File: src/cmp_pkg.sv
package cmp_pkg;
  // ----------------------------------------
  // register byte addresses
  // ----------------------------------------
  localparam logic [7:0] one_control_addr = 8'h00;
  localparam logic [7:0] two_control_addr = 8'h04;
  localparam logic [7:0] shared_control_addr = 8'h08;
  localparam logic [7:0] irq_status_addr = 8'h0C;
  localparam logic [7:0] irq_mask_addr = 8'h10;
  localparam logic [7:0] port_value_addr = 8'h14;
  localparam logic [7:0] analog_select_addr = 8'h18;
  // ----------------------------------------
  // control register 0 fields
  // ----------------------------------------
  localparam int ctl_on_bit = 7;
  localparam int ctl_result_bit = 6;
  localparam int ctl_oe_bit = 5;
  localparam int ctl_pol_bit = 4;
  localparam int ctl_speed_bit = 3;
  localparam int ctl_ref_bit = 2;
  localparam logic [7:0] ctl_write_mask = 8'hBF;
  localparam logic [7:0] ctl_reset = 8'h00;
  // ----------------------------------------
  // shared register fields
  // ----------------------------------------
  localparam int mirror_one_bit = 7;
  localparam int mirror_two_bit = 6;
  localparam int rsel_one_bit = 5;
  localparam int rsel_two_bit = 4;
  localparam int hys_one_bit = 3;
  localparam int hys_two_bit = 2;
  localparam int sync_one_bit = 1;
  localparam int sync_two_bit = 0;
  localparam logic [7:0] shared_write_mask = 8'h3F;
  localparam logic [7:0] shared_reset = 8'h00;
  localparam logic [1:0] irq_reset = 2'h0;
  localparam logic [7:0] port_reset = 8'h00;
  localparam logic [1:0] resp_okay = 2'h0;
  localparam logic [1:0] resp_slverr = 2'h2;
endpackage : cmp_pkg

File: src/cmp_control.sv
`timescale 1ns/1ps
// What this block does
// - shared register bits 7 and 6 mirror comparator one and two results.
// - reading shared register never touches the mismatch latches.
// - reference-source select 1 routes fixed reference, 0 routes the dac output.
// - chosen reference reaches noninverting input only via noninv_ref_select.
// - hysteresis enable bits drive each comparator's hysteresis control.
// - sync mode 1 registers result on timer clock edge, 0 passes through.
// - sync latch uses the prescaled timer clock, not the raw source.
// - sync capture happens on the same edge that increments the timer.
// - mirror bits read-only, six config bits read/write, all reset zero.
// - port reads return zero for every pin set as analog input.
// - output_polarity 1 inverts the reported result, 0 passes it.
// - noninv_ref_select 1 picks internal reference, 0 the external pin.
// - mismatch latch captures result on each control register 0 read or write.
module cmp_control (
  input wire logic aclk,
  input wire logic aresetn,
  input wire logic [7:0] s_axi_awaddr,
  input wire logic s_axi_awvalid,
  output logic s_axi_awready,
  input wire logic [31:0] s_axi_wdata,
  input wire logic [3:0] s_axi_wstrb,
  input wire logic s_axi_wvalid,
  output logic s_axi_wready,
  output logic [1:0] s_axi_bresp,
  output logic s_axi_bvalid,
  input wire logic s_axi_bready,
  input wire logic [7:0] s_axi_araddr,
  input wire logic s_axi_arvalid,
  output logic s_axi_arready,
  output logic [31:0] s_axi_rdata,
  output logic [1:0] s_axi_rresp,
  output logic s_axi_rvalid,
  input wire logic s_axi_rready,
  input wire logic raw_out_one,
  input wire logic raw_out_two,
  input wire logic timer_tick,
  input wire logic [7:0] port_pins,
  output logic on_one,
  output logic on_two,
  output logic speed_one,
  output logic speed_two,
  output logic oe_one,
  output logic oe_two,
  output logic fixed_ref_to_one,
  output logic fixed_ref_to_two,
  output logic internal_ref_one,
  output logic internal_ref_two,
  output logic hysteresis_en_one,
  output logic hysteresis_en_two,
  output logic [1:0] channel_one,
  output logic [1:0] channel_two,
  output logic irq
);
  typedef struct packed {
    logic [7:0] ctl_one;
    logic [7:0] ctl_two;
    logic [7:0] shared;
    logic [1:0] mm_latch;
    logic [1:0] mm_prev;
    logic [1:0] status;
    logic [1:0] mask;
    logic [7:0] analog_sel;
    logic [7:0] pin_s1;
    logic [7:0] pin_s2;
    logic aw_held;
    logic [7:0] aw_addr;
    logic w_held;
    logic [31:0] w_data;
    logic [3:0] w_strb;
    logic bvalid;
    logic [1:0] bresp;
    logic rvalid;
    logic [31:0] rdata;
    logic [1:0] rresp;
    logic [1:0] result;
    logic irq;
  } state_t;
  state_t q;
  state_t d;
  logic res_one;
  logic res_two;
  logic do_write;
  logic do_read;
  logic [1:0] mism;

  // ----------------------------------------
  // result paths
  // ----------------------------------------
  cmp_sync_latch u_one (
    .aclk(aclk),
    .aresetn(aresetn),
    .raw_in(raw_out_one),
    .tick(timer_tick),
    .sync_mode(q.shared[cmp_pkg::sync_one_bit]),
    .polarity(q.ctl_one[cmp_pkg::ctl_pol_bit]),
    .result(res_one)
  );
  cmp_sync_latch u_two (
    .aclk(aclk),
    .aresetn(aresetn),
    .raw_in(raw_out_two),
    .tick(timer_tick),
    .sync_mode(q.shared[cmp_pkg::sync_two_bit]),
    .polarity(q.ctl_two[cmp_pkg::ctl_pol_bit]),
    .result(res_two)
  );

  function automatic logic [7:0] merge(input logic [7:0] old, input logic [7:0] wd,
                                       input logic en, input logic [7:0] wmask);
    merge = en ? ((old & ~wmask) | (wd & wmask)) : old;
  endfunction : merge

  // ----------------------------------------
  // next state
  // ----------------------------------------
  always_comb
  begin
    d = q;
    do_write = q.aw_held && q.w_held && !q.bvalid;
    do_read = s_axi_arvalid && !q.rvalid;
    d.result = {res_two, res_one};
    d.pin_s1 = port_pins;
    d.pin_s2 = q.pin_s1;
    // mismatch: latch vs current result, interrupt on rising edge of mismatch
    mism = q.mm_latch ^ q.result;
    d.mm_prev = mism;
    if (s_axi_awvalid && !q.aw_held)
    begin
      d.aw_held = 1'b1;
      d.aw_addr = s_axi_awaddr;
    end
    if (s_axi_wvalid && !q.w_held)
    begin
      d.w_held = 1'b1;
      d.w_data = s_axi_wdata;
      d.w_strb = s_axi_wstrb;
    end
    if (s_axi_bready && q.bvalid)
    begin
      d.bvalid = 1'b0;
    end
    if (s_axi_rready && q.rvalid)
    begin
      d.rvalid = 1'b0;
    end
    if (do_write)
    begin
      d.aw_held = 1'b0;
      d.w_held = 1'b0;
      d.bvalid = 1'b1;
      d.bresp = cmp_pkg::resp_okay;
      case (q.aw_addr)
        cmp_pkg::one_control_addr:
        begin
          d.ctl_one = merge(q.ctl_one, q.w_data[7:0], q.w_strb[0], cmp_pkg::ctl_write_mask);
          d.mm_latch[0] = q.result[0];
        end
        cmp_pkg::two_control_addr:
        begin
          d.ctl_two = merge(q.ctl_two, q.w_data[7:0], q.w_strb[0], cmp_pkg::ctl_write_mask);
          d.mm_latch[1] = q.result[1];
        end
        cmp_pkg::shared_control_addr:
          d.shared = merge(q.shared, q.w_data[7:0], q.w_strb[0], cmp_pkg::shared_write_mask);
        cmp_pkg::irq_status_addr:
          if (q.w_strb[0])
          begin
            d.status = q.status & ~q.w_data[1:0];
          end
        cmp_pkg::irq_mask_addr:
          if (q.w_strb[0])
          begin
            d.mask = q.w_data[1:0];
          end
        cmp_pkg::analog_select_addr:
          d.analog_sel = merge(q.analog_sel, q.w_data[7:0], q.w_strb[0], 8'hFF);
        cmp_pkg::port_value_addr:
          d.bresp = cmp_pkg::resp_okay;
        default:
          d.bresp = cmp_pkg::resp_slverr;
      endcase
    end
    if (do_read)
    begin
      d.rvalid = 1'b1;
      d.rresp = cmp_pkg::resp_okay;
      d.rdata = 32'h0000_0000;
      case (s_axi_araddr)
        cmp_pkg::one_control_addr:
        begin
          d.rdata[7:0] = q.ctl_one;
          d.rdata[cmp_pkg::ctl_result_bit] = q.result[0];
          d.mm_latch[0] = q.result[0];
        end
        cmp_pkg::two_control_addr:
        begin
          d.rdata[7:0] = q.ctl_two;
          d.rdata[cmp_pkg::ctl_result_bit] = q.result[1];
          d.mm_latch[1] = q.result[1];
        end
        cmp_pkg::shared_control_addr:
        begin
          // no latch update here: software may poll both results freely
          d.rdata[7:0] = q.shared;
          d.rdata[cmp_pkg::mirror_one_bit] = q.result[0];
          d.rdata[cmp_pkg::mirror_two_bit] = q.result[1];
        end
        cmp_pkg::irq_status_addr:
          d.rdata[1:0] = q.status;
        cmp_pkg::irq_mask_addr:
          d.rdata[1:0] = q.mask;
        cmp_pkg::port_value_addr:
          d.rdata[7:0] = q.pin_s2 & ~q.analog_sel;
        cmp_pkg::analog_select_addr:
          d.rdata[7:0] = q.analog_sel;
        default:
          d.rresp = cmp_pkg::resp_slverr;
      endcase
    end
    // set wins over a same-cycle clear
    d.status = d.status | (mism & ~q.mm_prev);
    d.irq = |(d.status & d.mask);
  end

  always_ff @(posedge aclk)
  begin
    if (!aresetn)
    begin
      q <= '0;
    end
    else
    begin
      q <= d;
    end
  end

  // ----------------------------------------
  // outputs
  // ----------------------------------------
  assign s_axi_awready = !q.aw_held;
  assign s_axi_wready = !q.w_held;
  assign s_axi_bvalid = q.bvalid;
  assign s_axi_bresp = q.bresp;
  assign s_axi_arready = !q.rvalid;
  assign s_axi_rvalid = q.rvalid;
  assign s_axi_rdata = q.rdata;
  assign s_axi_rresp = q.rresp;
  assign on_one = q.ctl_one[cmp_pkg::ctl_on_bit];
  assign on_two = q.ctl_two[cmp_pkg::ctl_on_bit];
  assign oe_one = q.ctl_one[cmp_pkg::ctl_oe_bit];
  assign oe_two = q.ctl_two[cmp_pkg::ctl_oe_bit];
  assign speed_one = q.ctl_one[cmp_pkg::ctl_speed_bit];
  assign speed_two = q.ctl_two[cmp_pkg::ctl_speed_bit];
  assign fixed_ref_to_one = q.shared[cmp_pkg::rsel_one_bit];
  assign fixed_ref_to_two = q.shared[cmp_pkg::rsel_two_bit];
  assign internal_ref_one = q.ctl_one[cmp_pkg::ctl_ref_bit];
  assign internal_ref_two = q.ctl_two[cmp_pkg::ctl_ref_bit];
  assign hysteresis_en_one = q.shared[cmp_pkg::hys_one_bit];
  assign hysteresis_en_two = q.shared[cmp_pkg::hys_two_bit];
  assign channel_one = q.ctl_one[1:0];
  assign channel_two = q.ctl_two[1:0];
  assign irq = q.irq;

  // ----------------------------------------
  // checks
  // ----------------------------------------
  mirror_read_a: assert property (@(posedge aclk) disable iff (!aresetn)
    (s_axi_arvalid && !q.rvalid && s_axi_araddr == cmp_pkg::shared_control_addr)
    |=> s_axi_rdata[7:6] == {$past(q.result[0]), $past(q.result[1])})
    else $error("mirror bits wrong");
  shared_no_latch_a: assert property (@(posedge aclk) disable iff (!aresetn)
    (do_read && s_axi_araddr == cmp_pkg::shared_control_addr && !do_write) |=> $stable(q.mm_latch))
    else $error("shared read touched latch");
  ref_route_a: assert property (@(posedge aclk) disable iff (!aresetn)
    fixed_ref_to_one == q.shared[5] && fixed_ref_to_two == q.shared[4])
    else $error("ref select wrong");
  hys_drive_a: assert property (@(posedge aclk) disable iff (!aresetn)
    (do_write && q.aw_addr == cmp_pkg::shared_control_addr && q.w_strb[0])
    |=> hysteresis_en_one == $past(q.w_data[3]) && hysteresis_en_two == $past(q.w_data[2]))
    else $error("hysteresis not written");
  mirror_ro_a: assert property (@(posedge aclk) disable iff (!aresetn)
    q.shared[7:6] == 2'h0)
    else $error("mirror bits stored");
  port_analog_a: assert property (@(posedge aclk) disable iff (!aresetn)
    (do_read && s_axi_araddr == cmp_pkg::port_value_addr) |=> (s_axi_rdata[7:0] & $past(q.analog_sel)) == 8'h00)
    else $error("analog pin read nonzero");
  ctl_latch_a: assert property (@(posedge aclk) disable iff (!aresetn)
    (do_read && s_axi_araddr == cmp_pkg::one_control_addr) |=> q.mm_latch[0] == $past(q.result[0]))
    else $error("latch not captured");
  irq_level_a: assert property (@(posedge aclk) disable iff (!aresetn)
    irq == |(q.status & q.mask))
    else $error("irq mismatch");
  sync_hold_a: assert property (@(posedge aclk) disable iff (!aresetn)
    (q.shared[1] && $past(q.shared[1]) && !$past(timer_tick) && $past(q.ctl_one[4]) == q.ctl_one[4]) |-> $stable(res_one))
    else $error("sync result moved without tick");
endmodule : cmp_control

File: src/cmp_sync_latch.sv
`timescale 1ns/1ps
// ----------------------------------------
// one output path: sync, tmr edge latch
// ----------------------------------------
module cmp_sync_latch (
  input wire logic aclk,
  input wire logic aresetn,
  input wire logic raw_in,
  input wire logic tick,
  input wire logic sync_mode,
  input wire logic polarity,
  output logic result
);
  typedef struct packed {
    logic s1;
    logic s2;
    logic latch;
  } state_t;
  state_t state_q;
  state_t state_d;
  logic adjusted;

  always_comb
  begin
    state_d = state_q;
    state_d.s1 = raw_in;
    state_d.s2 = state_q.s1;
    if (tick)
    begin
      state_d.latch = adjusted;
    end
  end

  always_ff @(posedge aclk)
  begin
    if (!aresetn)
    begin
      state_q <= '0;
    end
    else
    begin
      state_q <= state_d;
    end
  end

  assign adjusted = state_q.s2 ^ polarity;
  assign result = sync_mode ? state_q.latch : adjusted;
endmodule : cmp_sync_latch

File: config.mk
export PLATFORM = sky130hd
export DESIGN_NAME = cmp_control
export DESIGN_NICKNAME = d
export VERILOG_FILES = /design/src/cmp_pkg.sv /design/src/cmp_control.sv /design/src/cmp_sync_latch.sv
export SDC_FILE = /design/constraint.sdc
export NUM_CORES = 1
export LEC_CHECK = 0
export ABC_AREA = 1
export BUFFER_PORTS_ARGS = -buffer_cell sky130_fd_sc_hd__buf_2
export CORE_AREA = 5 5 146 92
export CTS_CLUSTER_SIZE = 12
export DETAILED_ROUTE_END_ITERATION = 7
export DIE_AREA = 0 0 151 97
export GPL_ROUTABILITY_DRIVEN = 0
export HOLD_SLACK_MARGIN = 0.06
export PLACE_DENSITY = 0.56
export SLEW_MARGIN = 10
export SYNTH_ARGS = -nofsm -noshare
export SYNTH_HDL_FRONTEND = slang
export SYNTH_SLANG_ARGS = --single-unit
File: constraint.sdc
create_clock -name aclk -period 1.5 [get_ports aclk]
set_input_delay 0.3 -clock aclk [delete_from_list [all_inputs] [get_ports aclk]]
set_output_delay 0.3 -clock aclk [all_outputs]
set_load 0.01 [all_outputs]
==> results of run 1 <==
## flip-flops by register name, indices dropped and copies added, names as in the netlist, 2 cells and up
register and flops:
q 49, channel_one 2, u_one.state_q 2, d 8, channel_two 2, s_axi_rdata 8, u_two.state_q 2
## Yosys cell counts
library cell / n / area (um2)
nand2_1: 114 / 427.9
dfxtp_1: 92 / 1842
inv_1: 82 / 307.8
o21ai_0: 57 / 285.3
a21oi_1: 56 / 280.3
nor2_1: 45 / 168.9
buf_4: 42 / 315.3
nand3_1: 30 / 150.1
clkbuf_1: 6 / 22.52
buf_2: 5 / 25.02
buf_1: 4 / 15.01
nor3_1: 4 / 20.02
inv_2: 3 / 11.26
nor2_2: 3 / 18.77
o22ai_1: 3 / 18.77
o211ai_1: 2 / 15.01
xor2_1: 2 / 17.52
and2_1: 1 / 6.260
clkinv_1: 1 / 3.750
conb_1: 1 / 3.750
nand2_4: 1 / 11.26
nand3_2: 1 / 10.01
nand4_1: 1 / 6.260
nand4_2: 1 / 12.51
nor2_4: 1 / 11.26
nor2_8: 1 / 20.02
nor3_4: 1 / 16.27
nor3b_1: 1 / 7.510
o21a_1: 1 / 7.510
o21bai_1: 1 / 7.510
o311ai_0: 1 / 8.760
xnor2_1: 1 / 8.760
## metal layers
layer	up-vias	track usage	wire, um
li1	1890	-	-
met1	1639	0.2272	5576
met2	116	0.2121	4267
met3	18	0.03596	695
met4	0	0.03134	115
met5	-	0	0
## cell families (layout without fill, tap and decap cells)
family          count (synthesis)  in the layout  share of synthesized area
compound gates                121            121                     0.1526
xor+xnor                        3              3                   0.006437
buf+inv                       143            211                     0.1716
flops                          92             92                     0.4511
other cells                     1             26                  0.0009185
simple gates                  205            205                     0.2173
## through the flow
stage	cells	TNS [ns]	total power (W)	utilization
3_3_place_gp	807	-0.01146	0.003157	0.3929
4_1_cts	823	0	0.005381	0.4188
5_1_grt	823	-0.01160	0.005596	0.4227
2_1_floorplan	590	0	0.002998	-
3_5_place_dp	807	-0.1178	0.003166	0.3929
6_report	823	0	0.005347	0.4227
## power by group through the flow
stage / Sequential [W] / Combinational (W) / Clock (W)
detailed placement: 0.00265 / 0.000518 / 0
floorplan: 0.00263 / 0.000364 / 0
CTS: 0.00259 / 0.000523 / 0.00227
global route: 0.00261 / 0.000609 / 0.00238
global placement: 0.00265 / 0.000512 / 0
finish: 0.00260 / 0.000538 / 0.00221
## area by class of cell
class                      instances  area (um2)
clock buffer                       9       225.2
clock inverter                     7       70.07
fill                            1263        6852
inverter                          86       327.8
multi-input combinational        355        1685
sequential                        92        1844
tap                              165       206.4
timing repair buffer             109       658.1
## placed cells by master, fill, tap and decap left out, types with 2 or more instances in the layout
| master | instances |
|---|---|
| nand2_1 | 112 |
| inv_2 | 3 |
| a21oi_1 | 54 |
| nor2_2 | 4 |
| o21ai_0 | 54 |
| nor2_1 | 42 |
| buf_12 | 2 |
| nand2_2 | 2 |
| conb_1 | 26 |
| o21ai_1 | 3 |
| nand3_1 | 30 |
| buf_4 | 33 |
| o22ai_1 | 3 |
| clkbuf_16 | 9 |
| clkinvlp_4 | 3 |
| inv_8 | 2 |
| xor2_1 | 2 |
| o211ai_1 | 2 |
| nor3_1 | 3 |
| nor2_4 | 3 |
| dfxtp_1 | 90 |
| inv_1 | 81 |
| inv_6 | 2 |
| a21oi_2 | 2 |
| buf_2 | 74 |
| dfxtp_2 | 2 |
## path summary, 6_finish.rpt
kind	slack [ns]	startpoint	endpoint
worst min-delay path	0.13	raw_out_two	u_two.state_d[1]
worst max-delay path	0.09	q[77]	channel_one[0]
worst min register to register	0.41	d[92]	q[92]
worst max register to register	0.09	q[77]	channel_one[0]
## timing repair
item	CTS	global route
resized for setup	3	17
endpoints found under the setup margin	3	24
pin swaps	0	3
hold buffers	0	0
## worst reg2reg max path, stage by stage, from the launching register on
cell     delay [ns]
dfxtp_2        0.33
inv_2          0.05
nor2_4         0.09
nand2_4        0.08
nor2_8         0.15
inv_2          0.06
nor3_4         0.21
buf_12         0.16
inv_6          0.05
nand2_1        0.07
a21oi_2        0.05
==> results.sh, run 1 <==
export IMPL_avgSynthCellArea_um2=7.226
export IMPL_cp_slowest_cell="dfxtp_2"
export IMPL_cp_common_cell="inv_2"
export IMPL_period_share=0.9372
export IMPL_seqPwrFrac=0.486
export IMPL_grt_total_usage=0.1493
export IMPL_finalSetupViolCount=0
export IMPL_cpLargestDelayFamily="simple AND/OR/NAND/NOR gates"
export IMPL_start_util=0.3440
export IMPL_cts_sinks=92
export IMPL_holdPathStages=3
export IMPL_syn_area_um2=4083
export IMPL_drc=0
export IMPL_power_density_nw_per_um2=1066
export IMPL_postSynthRegisterBits=92
export IMPL_nets=723
export IMPL_cp_required_ns=1.74
export IMPL_status="finished, final reports clean"
export IMPL_peakVddDrop_v=0.0005281
export IMPL_cpPeakStageDelay_ns=0.33
export IMPL_criticalPathCategory="reg -> reg"
export IMPL_wirelength_um=10660
export IMPL_placed_cell_area_um2=4663
export IMPL_die_x_um=151
export IMPL_setup_slack_ns=0.09427
export IMPL_diodes=0
export IMPL_start_kind="flip-flop"
export IMPL_skew_ns=0.005405
export IMPL_grt_max_degree=65
export IMPL_syn_to_final_growth_pct=22.89
export IMPL_cp_max_fo=8
export IMPL_dieArea_um2=14650
export IMPL_cts_tree="built"
export IMPL_ys_types=32
export IMPL_crit_buf_inv=4
export IMPL_switching_share=0.2684
export IMPL_ios=128
export IMPL_antenna_found_initial=0
export IMPL_hpwl_um=8243
export IMPL_ant_nets=0
export IMPL_ys_seq_area_frac=0.4511
export IMPL_stdcell_area_um2=5017
export IMPL_cts_setup_buffers=0
export IMPL_p_leak_nw=2.425
export IMPL_synthCells=565
export IMPL_min_path_type="in -> reg"
export IMPL_via_per_inst=4.451
export IMPL_cts_root_buf="clkbuf_16"
export IMPL_intPower_w=0.003912
export IMPL_cts_made_buffers=9
export IMPL_wl_per_cell_um=12.95
export IMPL_clk_pin_slew_ns=0.07
export IMPL_ys_warn_count=0
export IMPL_switching_power_w=0.001435
export IMPL_cp_arrival_ns=1.65
export IMPL_vias=3663
export IMPL_dp_worst_setup_slack_ns=-0.03804
export IMPL_grt_pass1_vias=3501
export IMPL_maxSlewViolCount=0
export IMPL_cts_max_level=3
export IMPL_clock_fmax_ghz=0.7114
export IMPL_rows=31
export IMPL_r2r_cells=10
export IMPL_final_layout_size_suffix_gt1_frac=0.2249
export IMPL_rsz0062_at_grt="yes"
export IMPL_pwr_share_clk=0.413
export IMPL_grt_overflow_total=0
export IMPL_whs_ns=0.1293
export IMPL_hold_viol=0
export IMPL_core_area_um2=11870
export IMPL_clock_latency_ns=0.35
export IMPL_die_h_um=97
export IMPL_drt_iter0_drc=204
export IMPL_cp_num_cells=10
export IMPL_clockBufferDepth=2
export IMPL_worstPathCellList="inv_2 > nor2_4 > nand2_4 > nor2_8 > inv_2 > nor3_4 > buf_12 > inv_6 > nand2_1 > a21oi_2"
export IMPL_min_period_ns=1.406
export IMPL_grt_pass1_wl_um=17410
export IMPL_endpoint_kind="flip-flop"
export IMPL_firstDrtPassIters=5
export IMPL_power_frac_comb=0.101
export IMPL_drv_cap=0
export IMPL_io_buffers=74
(Power assumes the default switching activity.)
==> run 2: changes to the inputs <==
--- a/config.mk
+++ b/config.mk
@@ -7,11 +7,11 @@
 export LEC_CHECK = 0
 export ABC_AREA = 1
 export BUFFER_PORTS_ARGS = -buffer_cell sky130_fd_sc_hd__buf_2
-export CORE_AREA = 5 5 146 92
+export CORE_AREA = 2 2 143 89
 export CTS_CLUSTER_SIZE = 12
 export DETAILED_ROUTE_END_ITERATION = 7
-export DIE_AREA = 0 0 151 97
-export GPL_ROUTABILITY_DRIVEN = 0
+export DIE_AREA = 0 0 145 91
+export GPL_TIMING_DRIVEN = 0
 export HOLD_SLACK_MARGIN = 0.06
 export PLACE_DENSITY = 0.56
 export SLEW_MARGIN = 10
==> results.sh, run 2 (same netlist as run 1, synthesis figures left out) <==
export IMPL_status="finished, final reports clean"
export IMPL_rr_startpoint="q[77]"
export IMPL_grtUsageMet1=0.2547
export IMPL_core_area_um2=11830
export IMPL_n_fill_cell=1226
export IMPL_seqPwrFrac=0.484
export IMPL_multi_input_area_um2=1734
export IMPL_dieArea_um2=13200
export IMPL_io_buffers=73
export IMPL_final_common_cell="nand2_1"
export IMPL_ant_nets=0
export IMPL_hpwl_um=8680
export IMPL_rows=31
export IMPL_via_per_inst=4.476
export IMPL_cp_max_fo=6
export IMPL_setup_slack_ns=0.03579
export IMPL_clock_latency_ns=0.35
export IMPL_switching_power_w=0.001393
export IMPL_cts_sinks=92
export IMPL_grt_total_usage=0.1796
export IMPL_endpoint_kind="flip-flop"
export IMPL_power_frac_comb=0.109
export IMPL_pwr_share_clk=0.407
export IMPL_drc=0
export IMPL_crit_buf_inv=3
export IMPL_start_util=0.3451
export IMPL_firstDrtPassIters=4
export IMPL_nets=755
export IMPL_cts_max_level=3
export IMPL_clk_pin_slew_ns=0.06
export IMPL_min_period_ns=1.464
export IMPL_drt_iter0_drc=253
export IMPL_gr_usage_met3=0.04975
export IMPL_die_h_um=91
export IMPL_finalSetupViolCount=0
export IMPL_cp_arrival_ns=1.70
export IMPL_syn_to_final_growth_pct=28.96
export IMPL_slew_limit_headroom=0.5517
export IMPL_peakVddDrop_v=0.0006094
export IMPL_hp_start="port_pins[4]"
export IMPL_switching_share=0.2584
export IMPL_intPower_w=0.003998
export IMPL_cpLargestDelayFamily="simple AND/OR/NAND/NOR gates"
export IMPL_cts_made_buffers=9
export IMPL_grt_pass1_wl_um=18380
export IMPL_skew_ns=0.007451
export IMPL_rsz0062_at_grt="yes"
export IMPL_period_share=0.9761
export IMPL_largest_register_ffs=49
export IMPL_worstPathCellList="inv_2 > nor2_4 > nand2_4 > nor2_8 > buf_4 > buf_4 > nand3_1 > nand3_2 > nand2_2 > nand2_1 > nand2_1"
export IMPL_final_util=0.4451
export IMPL_cpPeakStageDelay_ns=0.34
export IMPL_register_area_um2=1843
export IMPL_cp_required_ns=1.74
export IMPL_p_leak_nw=2.578
export IMPL_cts_root_buf="clkbuf_16"
export IMPL_wl_per_cell_um=13.69
export IMPL_postCtsHoldBufs=0
export IMPL_criticalPathCategory="reg -> reg"
export IMPL_clockBufferDepth=2
export IMPL_grt_pass1_vias=3610
export IMPL_cp_slowest_cell="dfxtp_2"
export IMPL_busiest_layer="met2"
export IMPL_grt_max_degree=16
export IMPL_dp_worst_setup_slack_ns=-0.3186
export IMPL_top_register="q"
export IMPL_wirelength_um=11700
export IMPL_maxSlewViolCount=0
export IMPL_final_cell_mix="nand2_1 (103), dfxtp_1 (91), inv_1 (76), buf_2 (75), o21ai_0 (55)"
export IMPL_gp_congestion=0.8339
export IMPL_cts_tree="built"
export IMPL_grt_overflow_total=0
export IMPL_ios=128
export IMPL_vias=3827
export IMPL_power_density_nw_per_um2=1024
export IMPL_final_layout_size_suffix_gt1_frac=0.2739
export IMPL_use_met2=0.2702
export IMPL_worstMarginPinSlew_ns=0.6725
export IMPL_min_path_type="in -> reg"
export IMPL_die_x_um=145
export IMPL_clock_fmax_ghz=0.6830
export IMPL_crit_path_start="q[77]"
export IMPL_antenna_found_initial=0
export IMPL_start_kind="flip-flop"
export IMPL_diodes=0
export IMPL_drv_cap=0
export IMPL_hold_viol=0
-- run 2: final cells by class --
cell class	instances	area share
timing repair buffer	85	0.08959
tap	165	0.03921
multi-input combinational	355	0.3294
inverter	86	0.06393
sequential	92	0.3500
buffer	56	0.07319
clock buffer	12	0.04872
clock inverter	4	0.005941
-- run 2: per-stage QoR --
| stage | setup TNS [ns] | instances | total power [W] | hold WS, ns | instance area [um2] |
|---|---|---|---|---|---|
| 6_report | 0 | 855 | 0.005391 | 0.1271 | 5265 |
| 5_1_grt | -0.2241 | 855 | 0.005608 | 0.1338 | 5265 |
| 4_1_cts | 0 | 847 | 0.005381 | 0.1228 | 5110 |
| 3_5_place_dp | -4.046 | 828 | 0.003186 | 0.3974 | 4748 |
| 3_3_place_gp | -3.307 | 828 | 0.003176 | 0.3931 | 4748 |
| 2_1_floorplan | 0 | 590 | 0.002998 | 0.3905 | 4177 |
-- run 2: worst paths after layout --
| path | to | slack (ns) | cells past startpoint |
|---|---|---|---|
| worst max register to register | irq | 0.04 | 11 |
| worst min register to register | u_two.state_q[1] | 0.41 | 2 |
| worst min-delay path | d[91] | 0.13 | 3 |
| worst max-delay path | irq | 0.04 | 11 |
-- run 2: repair_timing --
action | 4_1_cts | 5_1_grt
gates resized for setup | 12 | 36
endpoints found under the setup margin | 23 | 27
pin swaps | 2 | 9
buffers inserted | 3 | 9
-- run 2: worst reg2reg max path, delay by kind of cell (launching register included) --
| kind | cells | cell delay [ns] |
|---|---|---|
| and+or+nand+nor | 8 | 0.72 |
| DFF | 1 | 0.34 |
| buffers and inverters | 3 | 0.30 |
-- run 2: routing by layer --
metal | wire (um) | vias to the layer above
li1 | - | 1960
met1 | 5854 | 1736
met2 | 4949 | 123
met3 | 796 | 8
met4 | 104 | 0
met5 | 0 | -
-- run 2: power groups by stage --
stage | clock [W] | sequential (W) | combinational (W)
3_3_place_gp | 0 | 0.00265 | 0.000526
2_1_floorplan | 0 | 0.00263 | 0.000364
6_report | 0.00219 | 0.00261 | 0.000590
5_1_grt | 0.00234 | 0.00262 | 0.000654
4_1_cts | 0.00223 | 0.00260 | 0.000553
3_5_place_dp | 0 | 0.00265 | 0.000534
==> run 3: changes to the inputs <==
--- a/config.mk
+++ b/config.mk
@@ -7,13 +7,13 @@
 export LEC_CHECK = 0
 export ABC_AREA = 1
 export BUFFER_PORTS_ARGS = -buffer_cell sky130_fd_sc_hd__buf_2
-export CORE_AREA = 2 2 143 89
+export CORE_AREA = 2 2 134 84
 export CTS_CLUSTER_SIZE = 12
 export DETAILED_ROUTE_END_ITERATION = 7
-export DIE_AREA = 0 0 145 91
+export DIE_AREA = 0 0 136 86
 export GPL_TIMING_DRIVEN = 0
 export HOLD_SLACK_MARGIN = 0.06
-export PLACE_DENSITY = 0.56
+export PLACE_DENSITY = 0.65
 export SLEW_MARGIN = 10
 export SYNTH_ARGS = -nofsm -noshare
 export SYNTH_HDL_FRONTEND = slang
==> results.sh, run 3 (same netlist as run 1, synthesis figures left out) <==
export IMPL_via_per_inst=4.599
export IMPL_power_density_nw_per_um2=1032
export IMPL_cts_max_level=3
export IMPL_finalSetupViolCount=0
export IMPL_cts_root_buf="clkbuf_16"
export IMPL_diodes=0
export IMPL_drt_iter0_drc=329
export IMPL_antenna_found_initial=0
export IMPL_start_kind="flip-flop"
export IMPL_clk_pin_slew_ns=0.07
export IMPL_firstDrtPassIters=4
export IMPL_core_area_um2=10380
export IMPL_dieArea_um2=11700
export IMPL_status="finished, final reports clean"
export IMPL_final_layout_size_suffix_gt1_frac=0.2445
export IMPL_worstMarginPinSlew_ns=0.6415
export IMPL_hold_end="d[89]"
export IMPL_drc=0
export IMPL_top_register="q"
export IMPL_syn_to_final_growth_pct=25.41
export IMPL_grt_pass1_wl_um=16880
export IMPL_holdPathStages=3
export IMPL_stdcell_area_um2=5120
export IMPL_vias=3780
export IMPL_endpoint_kind="flip-flop"
export IMPL_slew_limit_headroom=0.5723
export IMPL_cts_made_buffers=9
export IMPL_wl_per_cell_um=13.30
export IMPL_rows=29
export IMPL_peakVddDrop_v=0.0005313
export IMPL_skew_ns=0.008900
export IMPL_clockBufferDepth=2
export IMPL_cp_arrival_ns=1.72
export IMPL_maxSlewViolCount=0
export IMPL_p_leak_nw=2.531
export IMPL_cp_max_fo=4
export IMPL_wirelength_um=10940
export IMPL_rr_startpoint="q[78]"
export IMPL_final_cell_mix="nand2_1 (111), dfxtp_1 (91), inv_1 (79), buf_2 (75), a21oi_1 (55)"
export IMPL_min_path_type="in -> reg"
export IMPL_cp_required_ns=1.77
export IMPL_nets=750
export IMPL_hold_viol=0
export IMPL_start_util=0.3934
export IMPL_whs_ns=0.1336
export IMPL_setup_tns_ns=0
export IMPL_fin_total_pwr_w=0.005283
export IMPL_gp_congestion=0.8891
export IMPL_grt_pass1_vias=3353
export IMPL_drv_cap=0
export IMPL_clock_latency_ns=0.34
export IMPL_clock_fmax_ghz=0.6893
export IMPL_ant_nets=0
export IMPL_placed_cell_area_um2=4716
export IMPL_final_common_cell="nand2_1"
export IMPL_hp_start="port_pins[2]"
export IMPL_cts_sinks=92
export IMPL_die_h_um=86
export IMPL_postCtsHoldBufs=0
export IMPL_rsz0062_at_grt="yes"
export IMPL_min_period_ns=1.451
export IMPL_period_share=0.9672
export IMPL_io_buffers=73
export IMPL_grt_total_usage=0.1884
export IMPL_grt_max_degree=16
export IMPL_regToRegSetupSlack_ns=0.05
export IMPL_r2r_cells=7
export IMPL_largest_register_ffs=49
export IMPL_r2r_end="speed_two"
export IMPL_ios=128
export IMPL_criticalPathCategory="reg -> reg"
export IMPL_grt_overflow_total=0
export IMPL_hpwl_um=8358
export IMPL_die_x_um=136
export IMPL_final_util=0.4934
export IMPL_cts_tree="built"
-- run 3: report_power, final --
group / internal [W] / switching [W] / total [W]
sequential: 0.00254 / 0.0000684 / 0.00261
combinational: 0.000221 / 0.000337 / 0.000559
clock: 0.00120 / 0.000921 / 0.00212
-- run 3: worst max path at each step --
stage / from / slack, ns / to
2_1_floorplan: s_axi_bvalid / 0.18 / oe_one
6_report: q[78] / 0.05 / speed_two
3_3_place_gp: s_axi_araddr[3] / -0.20 / s_axi_rdata[0]
3_5_place_dp: s_axi_araddr[3] / -0.25 / s_axi_rdata[0]
4_1_cts: q[84] / -0.02 / speed_two
5_1_grt: q[78] / -0.01 / speed_two
-- run 3: routing by layer --
metal	routed length, um	vias up	global-route usage
met3	1061	13	0.05556
li1	-	1937	-
met2	4525	153	0.2736
met5	0	-	0
met1	5251	1677	0.2738
met4	98	0	0.04356
-- run 3: worst max-delay path, cell delays in order (launching register included) --
cell and delay [ns]:
dfxtp_1 0.32, nor2_2 0.17, nand3_1 0.15, nor2_4 0.15, nand2_2 0.10, nor2_4 0.21
o21ai_0 0.11, a21oi_1 0.16
-- run 3: layout make-up --
class / instances / area, um2
clock inverter: 3 / 23.77
inverter: 86 / 322.8
timing repair buffer: 80 / 430.4
tap: 139 / 173.9
multi-input combinational: 355 / 1692
fill: 1073 / 5258
clock buffer: 11 / 252.7
buffer: 56 / 381.6
sequential: 92 / 1843
-- run 3: timing repair --
action / in CTS / in global routing
resized for setup: 6 / 18
pin swaps: 1 / 6
endpoints found under the setup margin: 14 / 31
hold endpoints to repair: 0 / 0
buffers inserted: 2 / 5
-- run 3: metrics by stage --
step / worst slack, ns / cells
2_1_floorplan: 0.1802 / 590
3_3_place_gp: -0.1973 / 802
3_5_place_dp: -0.2530 / 802
4_1_cts: -0.01805 / 817
5_1_grt: -0.01173 / 822
6_report: 0.04922 / 822
